$ cat config.mk
export PLATFORM = sky130hd
export DESIGN_NAME = pmsf_status_flags
export DESIGN_NICKNAME = d
export VERILOG_FILES = /design/src/core/pmsf_pkg.sv /design/src/core/pmsf_flag_bank.sv /design/src/core/pmsf_summary.sv /design/src/core/pmsf_status_flags.sv
export SDC_FILE = /design/constraint.sdc
export NUM_CORES = 1
export LEC_CHECK = 0
export ABC_AREA = 1
export BUFFER_PORTS_ARGS = -buffer_cell sky130_fd_sc_hd__buf_2
export CAP_MARGIN = 30
export CORE_ASPECT_RATIO = 1.5
export CORE_MARGIN = 5
export CORE_UTILIZATION = 49
export DETAILED_ROUTE_END_ITERATION = 7
export PLACE_DENSITY = 0.92
export SYNTH_ARGS = -nofsm -noshare
export SYNTH_HDL_FRONTEND = slang
export SYNTH_SLANG_ARGS = --single-unit
$ cat constraint.sdc
create_clock -name sys_clk -period 2.06 [get_ports sys_clk]
set_input_delay 0.412 -clock sys_clk [delete_from_list [all_inputs] [get_ports sys_clk]]
set_output_delay 0.412 -clock sys_clk [all_outputs]
set_load 0.02 [all_outputs]
$ cat src/core/pmsf_pkg.sv
package pmsf_pkg;
   // command codes of the status registers
   localparam logic [7:0] CMD_STATUS_WORD = 8'h79;
   localparam logic [7:0] CMD_VOUT_FLAGS = 8'h7A;
   localparam logic [7:0] CMD_IOUT_FLAGS = 8'h7B;
   // page values
   localparam logic [7:0] PAGE_CH_A = 8'h00;
   localparam logic [7:0] PAGE_CH_B = 8'h01;
   localparam logic [7:0] PAGE_ALL = 8'hFF;
   // field positions, output-voltage byte
   localparam int OV_FAULT_BIT = 7;
   localparam int UV_FAULT_BIT = 4;
   localparam int VOUT_MINMAX_BIT = 3;
   // field positions, output-current byte
   localparam int IOUT_OCF_BIT = 7;
   localparam int OC_WARN_BIT = 5;
   localparam int IOUT_SHARE_BIT = 3;
   // field positions, summary word
   localparam int WORD_VOUT_BIT = 15;
   localparam int WORD_IOUT_BIT = 14;
   localparam int WORD_OC_BIT = 4;
   // supported-bit masks and reset values
   localparam logic [7:0] VOUT_MASK = 8'h98;
   localparam logic [7:0] IOUT_MASK = 8'hA8;
   localparam logic [7:0] FLAGS_RESET = 8'h00;
   localparam int NUM_CH = 2;

   typedef enum logic [1:0] {
      PMSF_RD_BYTE,
      PMSF_WR_BYTE,
      PMSF_RD_WORD,
      PMSF_WR_WORD
   } pmsf_kind_type;

   typedef struct packed {
      logic valid;
      pmsf_kind_type kind;
      logic [7:0] cmd;
      logic [7:0] wdata;
   } pmsf_req_type;

   typedef struct packed {
      logic valid;
      logic invalid;
      logic [15:0] rdata;
   } pmsf_rsp_type;

   // fault events for one channel, one-cycle pulses or levels
   typedef struct packed {
      logic ov_fault;
      logic uv_fault;
      logic minmax_hit;
      logic oc_fault;
      logic oc_warn;
      logic share_fault;
   } pmsf_evt_type;
endpackage : pmsf_pkg

$ cat src/core/pmsf_flag_bank.sv
`timescale 1ns/10ps
module pmsf_flag_bank #(
   parameter logic [7:0] MASK = 8'h00
) (
   input wire logic sys_clk,
   input wire logic srst,
   input wire logic ce,
   input wire logic [7:0] set_vec,
   input wire logic clr_en,
   input wire logic [7:0] clr_vec,
   output logic [7:0] flags_q
);
   import pmsf_pkg::*;
   typedef struct packed {
      logic [7:0] flags;
   } pmsf_bank_type;
   pmsf_bank_type st_q, st_d;

   // set beats clear, so a still-present fault survives the clear
   always_comb begin
      st_d = st_q;
      if (clr_en) begin
         st_d.flags = st_q.flags & ~clr_vec;
      end
      st_d.flags = (st_d.flags | set_vec) & MASK;
   end

   always_ff @(posedge sys_clk) begin
      if (srst) begin
         st_q <= '{flags: FLAGS_RESET};
      end else if (ce) begin
         st_q <= st_d;
      end
   end
   assign flags_q = st_q.flags;

   a_flag_latch: assert property (@(posedge sys_clk) disable iff (srst)
      ce && (set_vec & MASK) != 8'h00 |=> (flags_q & $past(set_vec) & MASK) == ($past(set_vec) & MASK))
      else $error("latched flag missing after event");
   a_flag_mask: assert property (@(posedge sys_clk) disable iff (srst)
      (flags_q & ~MASK) == 8'h00)
      else $error("unsupported flag bit set");
endmodule : pmsf_flag_bank

$ cat src/core/pmsf_summary.sv
`timescale 1ns/10ps
module pmsf_summary (
   input wire logic [7:0] vout_flags,
   input wire logic [7:0] iout_flags,
   output logic [15:0] word
);
   import pmsf_pkg::*;
   // purely combinational: summary bits keep no state of their own
   always_comb begin
      word = 16'h0000;
      word[WORD_VOUT_BIT] = |vout_flags;
      word[WORD_IOUT_BIT] = |iout_flags;
      word[WORD_OC_BIT] = iout_flags[IOUT_OCF_BIT];
   end
endmodule : pmsf_summary

$ cat src/core/pmsf_status_flags.sv
// What this block does
// summary word bits derive from detailed flags
// overcurrent sets summary and detailed flag
// clearing overcurrent flag also clears summary bit
// writes to summary word are invalid
// status bytes use single-byte reads/writes only
// page 00h channel A, 01h channel B
// page FFh reads return channel A
// voltage byte bit 7 latches overvoltage
// voltage byte bit 4 latches undervoltage
// voltage byte bit 3 latches limit overrun
// unsupported voltage bits read zero, ignore writes
// write one clears flag, zero keeps
// current byte holds bits 7, 5, 3
// word bits 15/14 flag voltage/current faults
// word bit 4 mirrors overcurrent fault
// persisting fault sets flag again after clear
`timescale 1ns/10ps
module pmsf_status_flags (
   input wire logic sys_clk,
   input wire logic srst,
   input wire logic ce,
   input wire logic [7:0] page,
   input pmsf_pkg::pmsf_req_type req,
   input pmsf_pkg::pmsf_evt_type [1:0] evt,
   output pmsf_pkg::pmsf_rsp_type rsp,
   output logic [15:0] word_a_q,
   output logic [15:0] word_b_q
);
   import pmsf_pkg::*;

   ////////////////////////////////////////////////////////////////////////////////
   // decode

   function automatic logic page_is_b(input logic [7:0] pg);
      return pg == PAGE_CH_B;
   endfunction : page_is_b

   function automatic logic page_ok(input logic [7:0] pg);
      return pg == PAGE_CH_A || pg == PAGE_CH_B || pg == PAGE_ALL;
   endfunction : page_ok

   logic wr_vout, wr_iout, page_b;
   assign page_b = page_is_b(page);
   // only single-byte writes touch flags; word write never does
   assign wr_vout = req.valid && req.kind == PMSF_WR_BYTE && req.cmd == CMD_VOUT_FLAGS;
   assign wr_iout = req.valid && req.kind == PMSF_WR_BYTE && req.cmd == CMD_IOUT_FLAGS;

   ////////////////////////////////////////////////////////////////////////////////
   // per-channel flag banks

   logic [1:0][7:0] vflags, iflags;
   logic [1:0][15:0] words;

   for (genvar ch = 0; ch < NUM_CH; ch++) begin : g_ch
      logic [7:0] vset, iset;
      logic sel, vclr, iclr;
      // writes with page FFh affect both channels
      assign sel = (ch == 1) ? page_b || page == PAGE_ALL : page == PAGE_CH_A || page == PAGE_ALL;
      assign vclr = wr_vout && sel;
      assign iclr = wr_iout && sel;
      always_comb begin
         vset = 8'h00;
         vset[OV_FAULT_BIT] = evt[ch].ov_fault;
         vset[UV_FAULT_BIT] = evt[ch].uv_fault;
         vset[VOUT_MINMAX_BIT] = evt[ch].minmax_hit;
         iset = 8'h00;
         iset[IOUT_OCF_BIT] = evt[ch].oc_fault;
         iset[OC_WARN_BIT] = evt[ch].oc_warn;
         iset[IOUT_SHARE_BIT] = evt[ch].share_fault;
      end
      pmsf_flag_bank #(.MASK(VOUT_MASK)) u_vout (
         .sys_clk(sys_clk),
         .srst(srst),
         .ce(ce),
         .set_vec(vset),
         .clr_en(vclr),
         .clr_vec(req.wdata),
         .flags_q(vflags[ch])
      );
      pmsf_flag_bank #(.MASK(IOUT_MASK)) u_iout (
         .sys_clk(sys_clk),
         .srst(srst),
         .ce(ce),
         .set_vec(iset),
         .clr_en(iclr),
         .clr_vec(req.wdata),
         .flags_q(iflags[ch])
      );
      pmsf_summary u_sum (
         .vout_flags(vflags[ch]),
         .iout_flags(iflags[ch]),
         .word(words[ch])
      );
   end

   ////////////////////////////////////////////////////////////////////////////////
   // response register

   typedef struct packed {
      pmsf_rsp_type rsp;
      logic [15:0] word_a;
      logic [15:0] word_b;
   } pmsf_state_type;
   pmsf_state_type st_q, st_d;

   logic rd_ch;
   assign rd_ch = page_b; // page FFh reads channel A

   always_comb begin
      st_d = st_q;
      st_d.word_a = words[0];
      st_d.word_b = words[1];
      st_d.rsp = '0;
      if (req.valid) begin
         st_d.rsp.valid = 1'b1;
         case (req.cmd)
            CMD_VOUT_FLAGS: begin
               if (req.kind == PMSF_RD_BYTE) begin
                  st_d.rsp.rdata = {8'h00, vflags[rd_ch]};
               end else if (req.kind != PMSF_WR_BYTE) begin
                  st_d.rsp.invalid = 1'b1;
               end
               if (!page_ok(page)) begin
                  st_d.rsp.invalid = 1'b1;
               end
            end
            CMD_IOUT_FLAGS: begin
               if (req.kind == PMSF_RD_BYTE) begin
                  st_d.rsp.rdata = {8'h00, iflags[rd_ch]};
               end else if (req.kind != PMSF_WR_BYTE) begin
                  st_d.rsp.invalid = 1'b1;
               end
               if (!page_ok(page)) begin
                  st_d.rsp.invalid = 1'b1;
               end
            end
            CMD_STATUS_WORD: begin
               if (req.kind == PMSF_RD_WORD) begin
                  st_d.rsp.rdata = words[rd_ch];
               end else begin
                  st_d.rsp.invalid = 1'b1;
               end
            end
            default: begin
               st_d.rsp.invalid = 1'b1;
            end
         endcase
      end
   end

   always_ff @(posedge sys_clk) begin
      if (srst) begin
         st_q <= '0;
      end else if (ce) begin
         st_q <= st_d;
      end
   end

   assign rsp = st_q.rsp;
   assign word_a_q = st_q.word_a;
   assign word_b_q = st_q.word_b;

   ////////////////////////////////////////////////////////////////////////////////
   // checks

   a_word_write_invalid: assert property (@(posedge sys_clk) disable iff (srst)
      ce && req.valid && req.cmd == CMD_STATUS_WORD && req.kind != PMSF_RD_WORD
      |=> rsp.valid && rsp.invalid)
      else $error("word write not refused");
   a_word_write_keeps: assert property (@(posedge sys_clk) disable iff (srst)
      ce && req.valid && req.cmd == CMD_STATUS_WORD && evt == '0
      |=> vflags == $past(vflags) && iflags == $past(iflags))
      else $error("word write changed flags");
   a_oc_both_set: assert property (@(posedge sys_clk) disable iff (srst)
      ce && evt[1].oc_fault |=> iflags[1][IOUT_OCF_BIT] ##1 word_b_q[WORD_OC_BIT])
      else $error("overcurrent not in both places");
   a_oc_clear_both: assert property (@(posedge sys_clk) disable iff (srst)
      ce && wr_iout && page_b && req.wdata[IOUT_OCF_BIT] && !evt[1].oc_fault
      |=> !iflags[1][IOUT_OCF_BIT] ##1 (!ce || !word_b_q[WORD_OC_BIT]))
      else $error("overcurrent clear incomplete");
   a_sum_follow: assert property (@(posedge sys_clk) disable iff (srst)
      ce |=> word_b_q[WORD_VOUT_BIT] == |$past(vflags[1])
      && word_b_q[WORD_IOUT_BIT] == |$past(iflags[1]))
      else $error("summary bits disagree with flags");
   a_page_all_reads_a: assert property (@(posedge sys_clk) disable iff (srst)
      ce && req.valid && req.kind == PMSF_RD_BYTE && req.cmd == CMD_VOUT_FLAGS
      && page == PAGE_ALL |=> rsp.rdata[7:0] == $past(vflags[0]))
      else $error("page FFh did not read channel A");
   a_page_b_reads_b: assert property (@(posedge sys_clk) disable iff (srst)
      ce && req.valid && req.kind == PMSF_RD_BYTE && req.cmd == CMD_IOUT_FLAGS
      && page == PAGE_CH_B |=> rsp.rdata == {8'h00, $past(iflags[1])})
      else $error("page 01h did not read channel B");
   a_ov_latched: assert property (@(posedge sys_clk) disable iff (srst)
      ce && evt[0].ov_fault |=> vflags[0][OV_FAULT_BIT])
      else $error("overvoltage not latched");
   a_uv_latched: assert property (@(posedge sys_clk) disable iff (srst)
      ce && evt[0].uv_fault && evt[0].minmax_hit
      |=> vflags[0][UV_FAULT_BIT] && vflags[0][VOUT_MINMAX_BIT])
      else $error("undervoltage or limit flag not latched");
   a_zero_keeps: assert property (@(posedge sys_clk) disable iff (srst)
      ce && wr_vout && req.wdata == 8'h00 |=> vflags[0] == ($past(vflags[0]) | vflags[0]))
      else $error("writing zero cleared a flag");
   a_byte_only: assert property (@(posedge sys_clk) disable iff (srst)
      ce && req.valid && req.cmd == CMD_IOUT_FLAGS && req.kind == PMSF_RD_WORD
      |=> rsp.invalid)
      else $error("word access to byte register accepted");
   a_iout_mask: assert property (@(posedge sys_clk) disable iff (srst)
      (iflags[0] & ~IOUT_MASK) == 8'h00 && (iflags[1] & ~IOUT_MASK) == 8'h00)
      else $error("unsupported current flag set");

   c_oc_then_clear: cover property (@(posedge sys_clk) disable iff (srst)
      iflags[1][IOUT_OCF_BIT] ##[1:20] !iflags[1][IOUT_OCF_BIT]);
   c_read_b: cover property (@(posedge sys_clk) disable iff (srst)
      req.valid && page == PAGE_CH_B && req.kind == PMSF_RD_BYTE);
   c_word_write: cover property (@(posedge sys_clk) disable iff (srst)
      req.valid && req.cmd == CMD_STATUS_WORD && req.kind == PMSF_WR_WORD);
   c_clear_lost: cover property (@(posedge sys_clk) disable iff (srst)
      wr_vout && evt[0].ov_fault && req.wdata[OV_FAULT_BIT]);
endmodule : pmsf_status_flags

==> flow_summary.json <==
{
  "post_cts_buffers": 0,
  "coreArea_sq_um": 3420,
  "switching_share_pct": 28.9,
  "cts_resized": 0,
  "holdPathStages": 3,
  "crit_chain": "buf_2 -> inv_1 -> nand2_1 -> nor2_4 -> nand3_1 -> nor2_1 -> nand2_1 -> o21bai_1 -> a21oi_1",
  "grt_usage_pct": 17.0,
  "drive_gt1_share_pct": 21.8,
  "start_util_pct": 50.8,
  "area_growth_pct": 12.5,
  "p_total_uw": 1210,
  "first_pass_iters": 5,
  "wl_microns": 4020,
  "powerDensity_nw_per_um2": 622,
  "drt_iter0_markers": 59,
  "hold_violations": 0,
  "rr_endpoint": "rsp[14]$_SDFFE_PP0P_",
  "gp_congestion": 0.901,
  "clk_latency_ns": 0.28,
  "synth_top_area_share_pct": 30.0,
  "detail_route.wl_per_cell_microns": 11.2,
  "seqPwrFrac_pct": 44.8,
  "nets": 360,
  "synth-seq-cells": 26,
  "ioPinCount": 92,
  "rsz0062_at_grt": "false",
  "clockBufferDepth": 2,
  "final_core_util_pct": 57.2,
  "dpl_cell_area_sq_um": 1880,
  "diodes": 0,
  "cp-end-kind": "register",
  "yosysWarnings": 0,
  "grt_max_degree": 25,
  "h-tree-depth": 1,
  "globalRoute.totalOverflow": 0,
  "clock.fmax_ghz": 0.734,
  "ys_top_cells_by_area": "dfxtp_1 30%, buf_4 16%, nand2_1 14%",
  "synth_cells": 268,
  "die-area_sq_um": 4860,
  "clock_skew_ns": 0.00559,
  "antenna_left": 0,
  "clockRootBuffer": "clkbuf_8",
  "yosysUniqueCellTypes": 25,
  "yosys.area.top_type": "dfxtp_1",
  "fin_crit_sh_pct": 66.2,
  "fin_area_sq_um": 1950,
  "hpwl_microns": 3270,
  "cts_hold_buffers": 0,
  "reg2reg_slack_ns": 0.95,
  "final-setup-viol-count": 0,
  "p_leak_uw": 0.00106,
  "yosysSeqAreaShare_pct": 30.0,
  "viasPerCell": 4.67,
  "grt_pass1_vias": 1642,
  "hp-class": "in2reg",
  "crit_path_frequent_cell": "nand2_1",
  "start_kind": "input port",
  "critPathKind": "in2reg",
  "rows": 26,
  "setup_tns_ns": 0,
  "slew_violations": 0,
  "p_clk_share_pct": 35.0,
  "die_x_microns": 58.6,
  "peakVddDrop_uv": 635,
  "drc_errors": 0,
  "status": "complete, no violations",
  "crit_path_max_incr_delay_ns": 0.25,
  "comb_power_share_pct": 20.2,
  "vias": 1675,
  "cts.sinks": 26,
  "max_cap_viol_count": 0,
  "syn_avg_cell_area_sq_um": 6.48,
  "p_int_uw": 863,
  "hp-start": "evt[8]",
  "cp_slowest_cell": "nor2_1",
  "syn_area_sq_um": 1740,
  "grt_pass1_wl_microns": 6600,
  "finalCriticalPeriod_ns": 1.36,
  "crit_required_ns": 2.22,
  "cts_tree": "done",
  "cts_buffers": 3,
  "die_y_microns": 82.9,
  "port_buffers": 51,
  "antenna_found_initial": 0,
  "clk_pin_slew_ns": 0.09,
  "reg2regPathDepth": 6,
  "power.switching_uw": 351,
  "holdPathEnd": "g_ch[1].u_iout.flags_q[7]$_SDFFE_PP0P_",
  "critical_path_arrival_ns": 1.52,
  "rr_startpoint": "g_ch[0].u_iout.flags_q[5]$_SDFFE_PP0P_",
  "worstPathMaxFanout": 5
}
==> worst max-delay path: cells and delay by family <==
family                 cells  cell delay [ns]
AOI/OAI and AO/OA          2             0.26
buffers and inverters      2             0.14
and+or+nand+nor            5             0.71
==> worst max-delay path by stage <==
stage,startpoint,to,slack (ns),cells past startpoint
after global routing,req[15],g_ch[1].u_iout.flags_q[3]$_SDFFE_PP0P_,0.56,9
after detailed placement,req[15],g_ch[1].u_iout.flags_q[3]$_SDFFE_PP0P_,0.43,9
after floorplan,page[5],rsp[14]$_SDFFE_PP0P_,0.73,9
final,req[15],g_ch[1].u_iout.flags_q[3]$_SDFFE_PP0P_,0.70,9
after CTS,req[15],g_ch[1].u_iout.flags_q[3]$_SDFFE_PP0P_,0.69,9
after global placement,req[15],g_ch[1].u_iout.flags_q[7]$_SDFFE_PP0P_,0.50,9
==> routing by layer <==
layer | vias to the layer above | global-route usage (%) | share of wire [%]
met1 | 723 | 15.9 | 33
met5 | - | 0 | 0
met2 | 79 | 31.3 | 54
li1 | 862 | - | -
met3 | 11 | 3.73 | 10
met4 | 0 | 11.1 | 2.7
==> flip-flops by register name, summed over array words and instances, names as in the netlist <==
name                 flops
rsp                      8
word_b_q                 3
g_ch.u_vout.flags_q      6
g_ch.u_iout.flags_q      6
word_a_q                 3
==> power groups by stage <==
stage | Combinational (uW) | Sequential, uW | Clock, uW
finish | 245 | 544 | 425
global route | 273 | 547 | 452
CTS | 243 | 544 | 428
detailed placement | 242 | 555 | 0
global placement | 235 | 554 | 0
floorplan | 209 | 567 | 0
==> kinds of logic after synthesis <==
| group | count (synthesis) | synth area share (%) |
|---|---|---|
| flops | 26 | 30.0 |
| compound gates | 40 | 12.7 |
| buf+inv | 78 | 25.1 |
| other cells | 1 | 0.216 |
| simple gates | 123 | 32.0 |
==> cell usage in the layout, fill, tap and decap left out, types with 3 or more instances in the layout <==
cell type	n
nand2_1	67
buf_2	51
conb_1	36
inv_1	35
dfxtp_1	26
a21oi_1	23
nand3_1	20
nor2_1	19
o21ai_0	8
nand2_2	4
nand3b_1	4
nor2_4	3
o21bai_1	3
clkbuf_8	3
==> cell usage after synthesis, drive strengths merged <==
library cell  number
buf               38
dfxtp             26
o21bai             3
a211oi             1
conb               1
o211ai             1
clkbuf             4
clkinv             1
inv               35
nor2              24
nand2             72
nand3b             4
a21oi             25
nor3               2
o21ai             10
nand3             21
==> area by class of cell <==
cell class              count  area, sq um
clock buffers               3         41.3
clock inverters             1         30.0
fillers                   363         1460
inverters                  36          135
multi-input cells         199          911
flip-flops and latches     26          520
well taps                  42         52.6
repair buffers             52          263
==> through the flow <==
stage               hold slack [ns]  std cells  setup WS [ns]
global route                  0.379        359          0.557
finish                        0.374        359          0.697
detailed placement            0.455        355          0.426
global placement              0.450        355          0.495
floorplan                     0.439        303          0.735
CTS                           0.376        359          0.693
(Power assumes the default switching activity.)
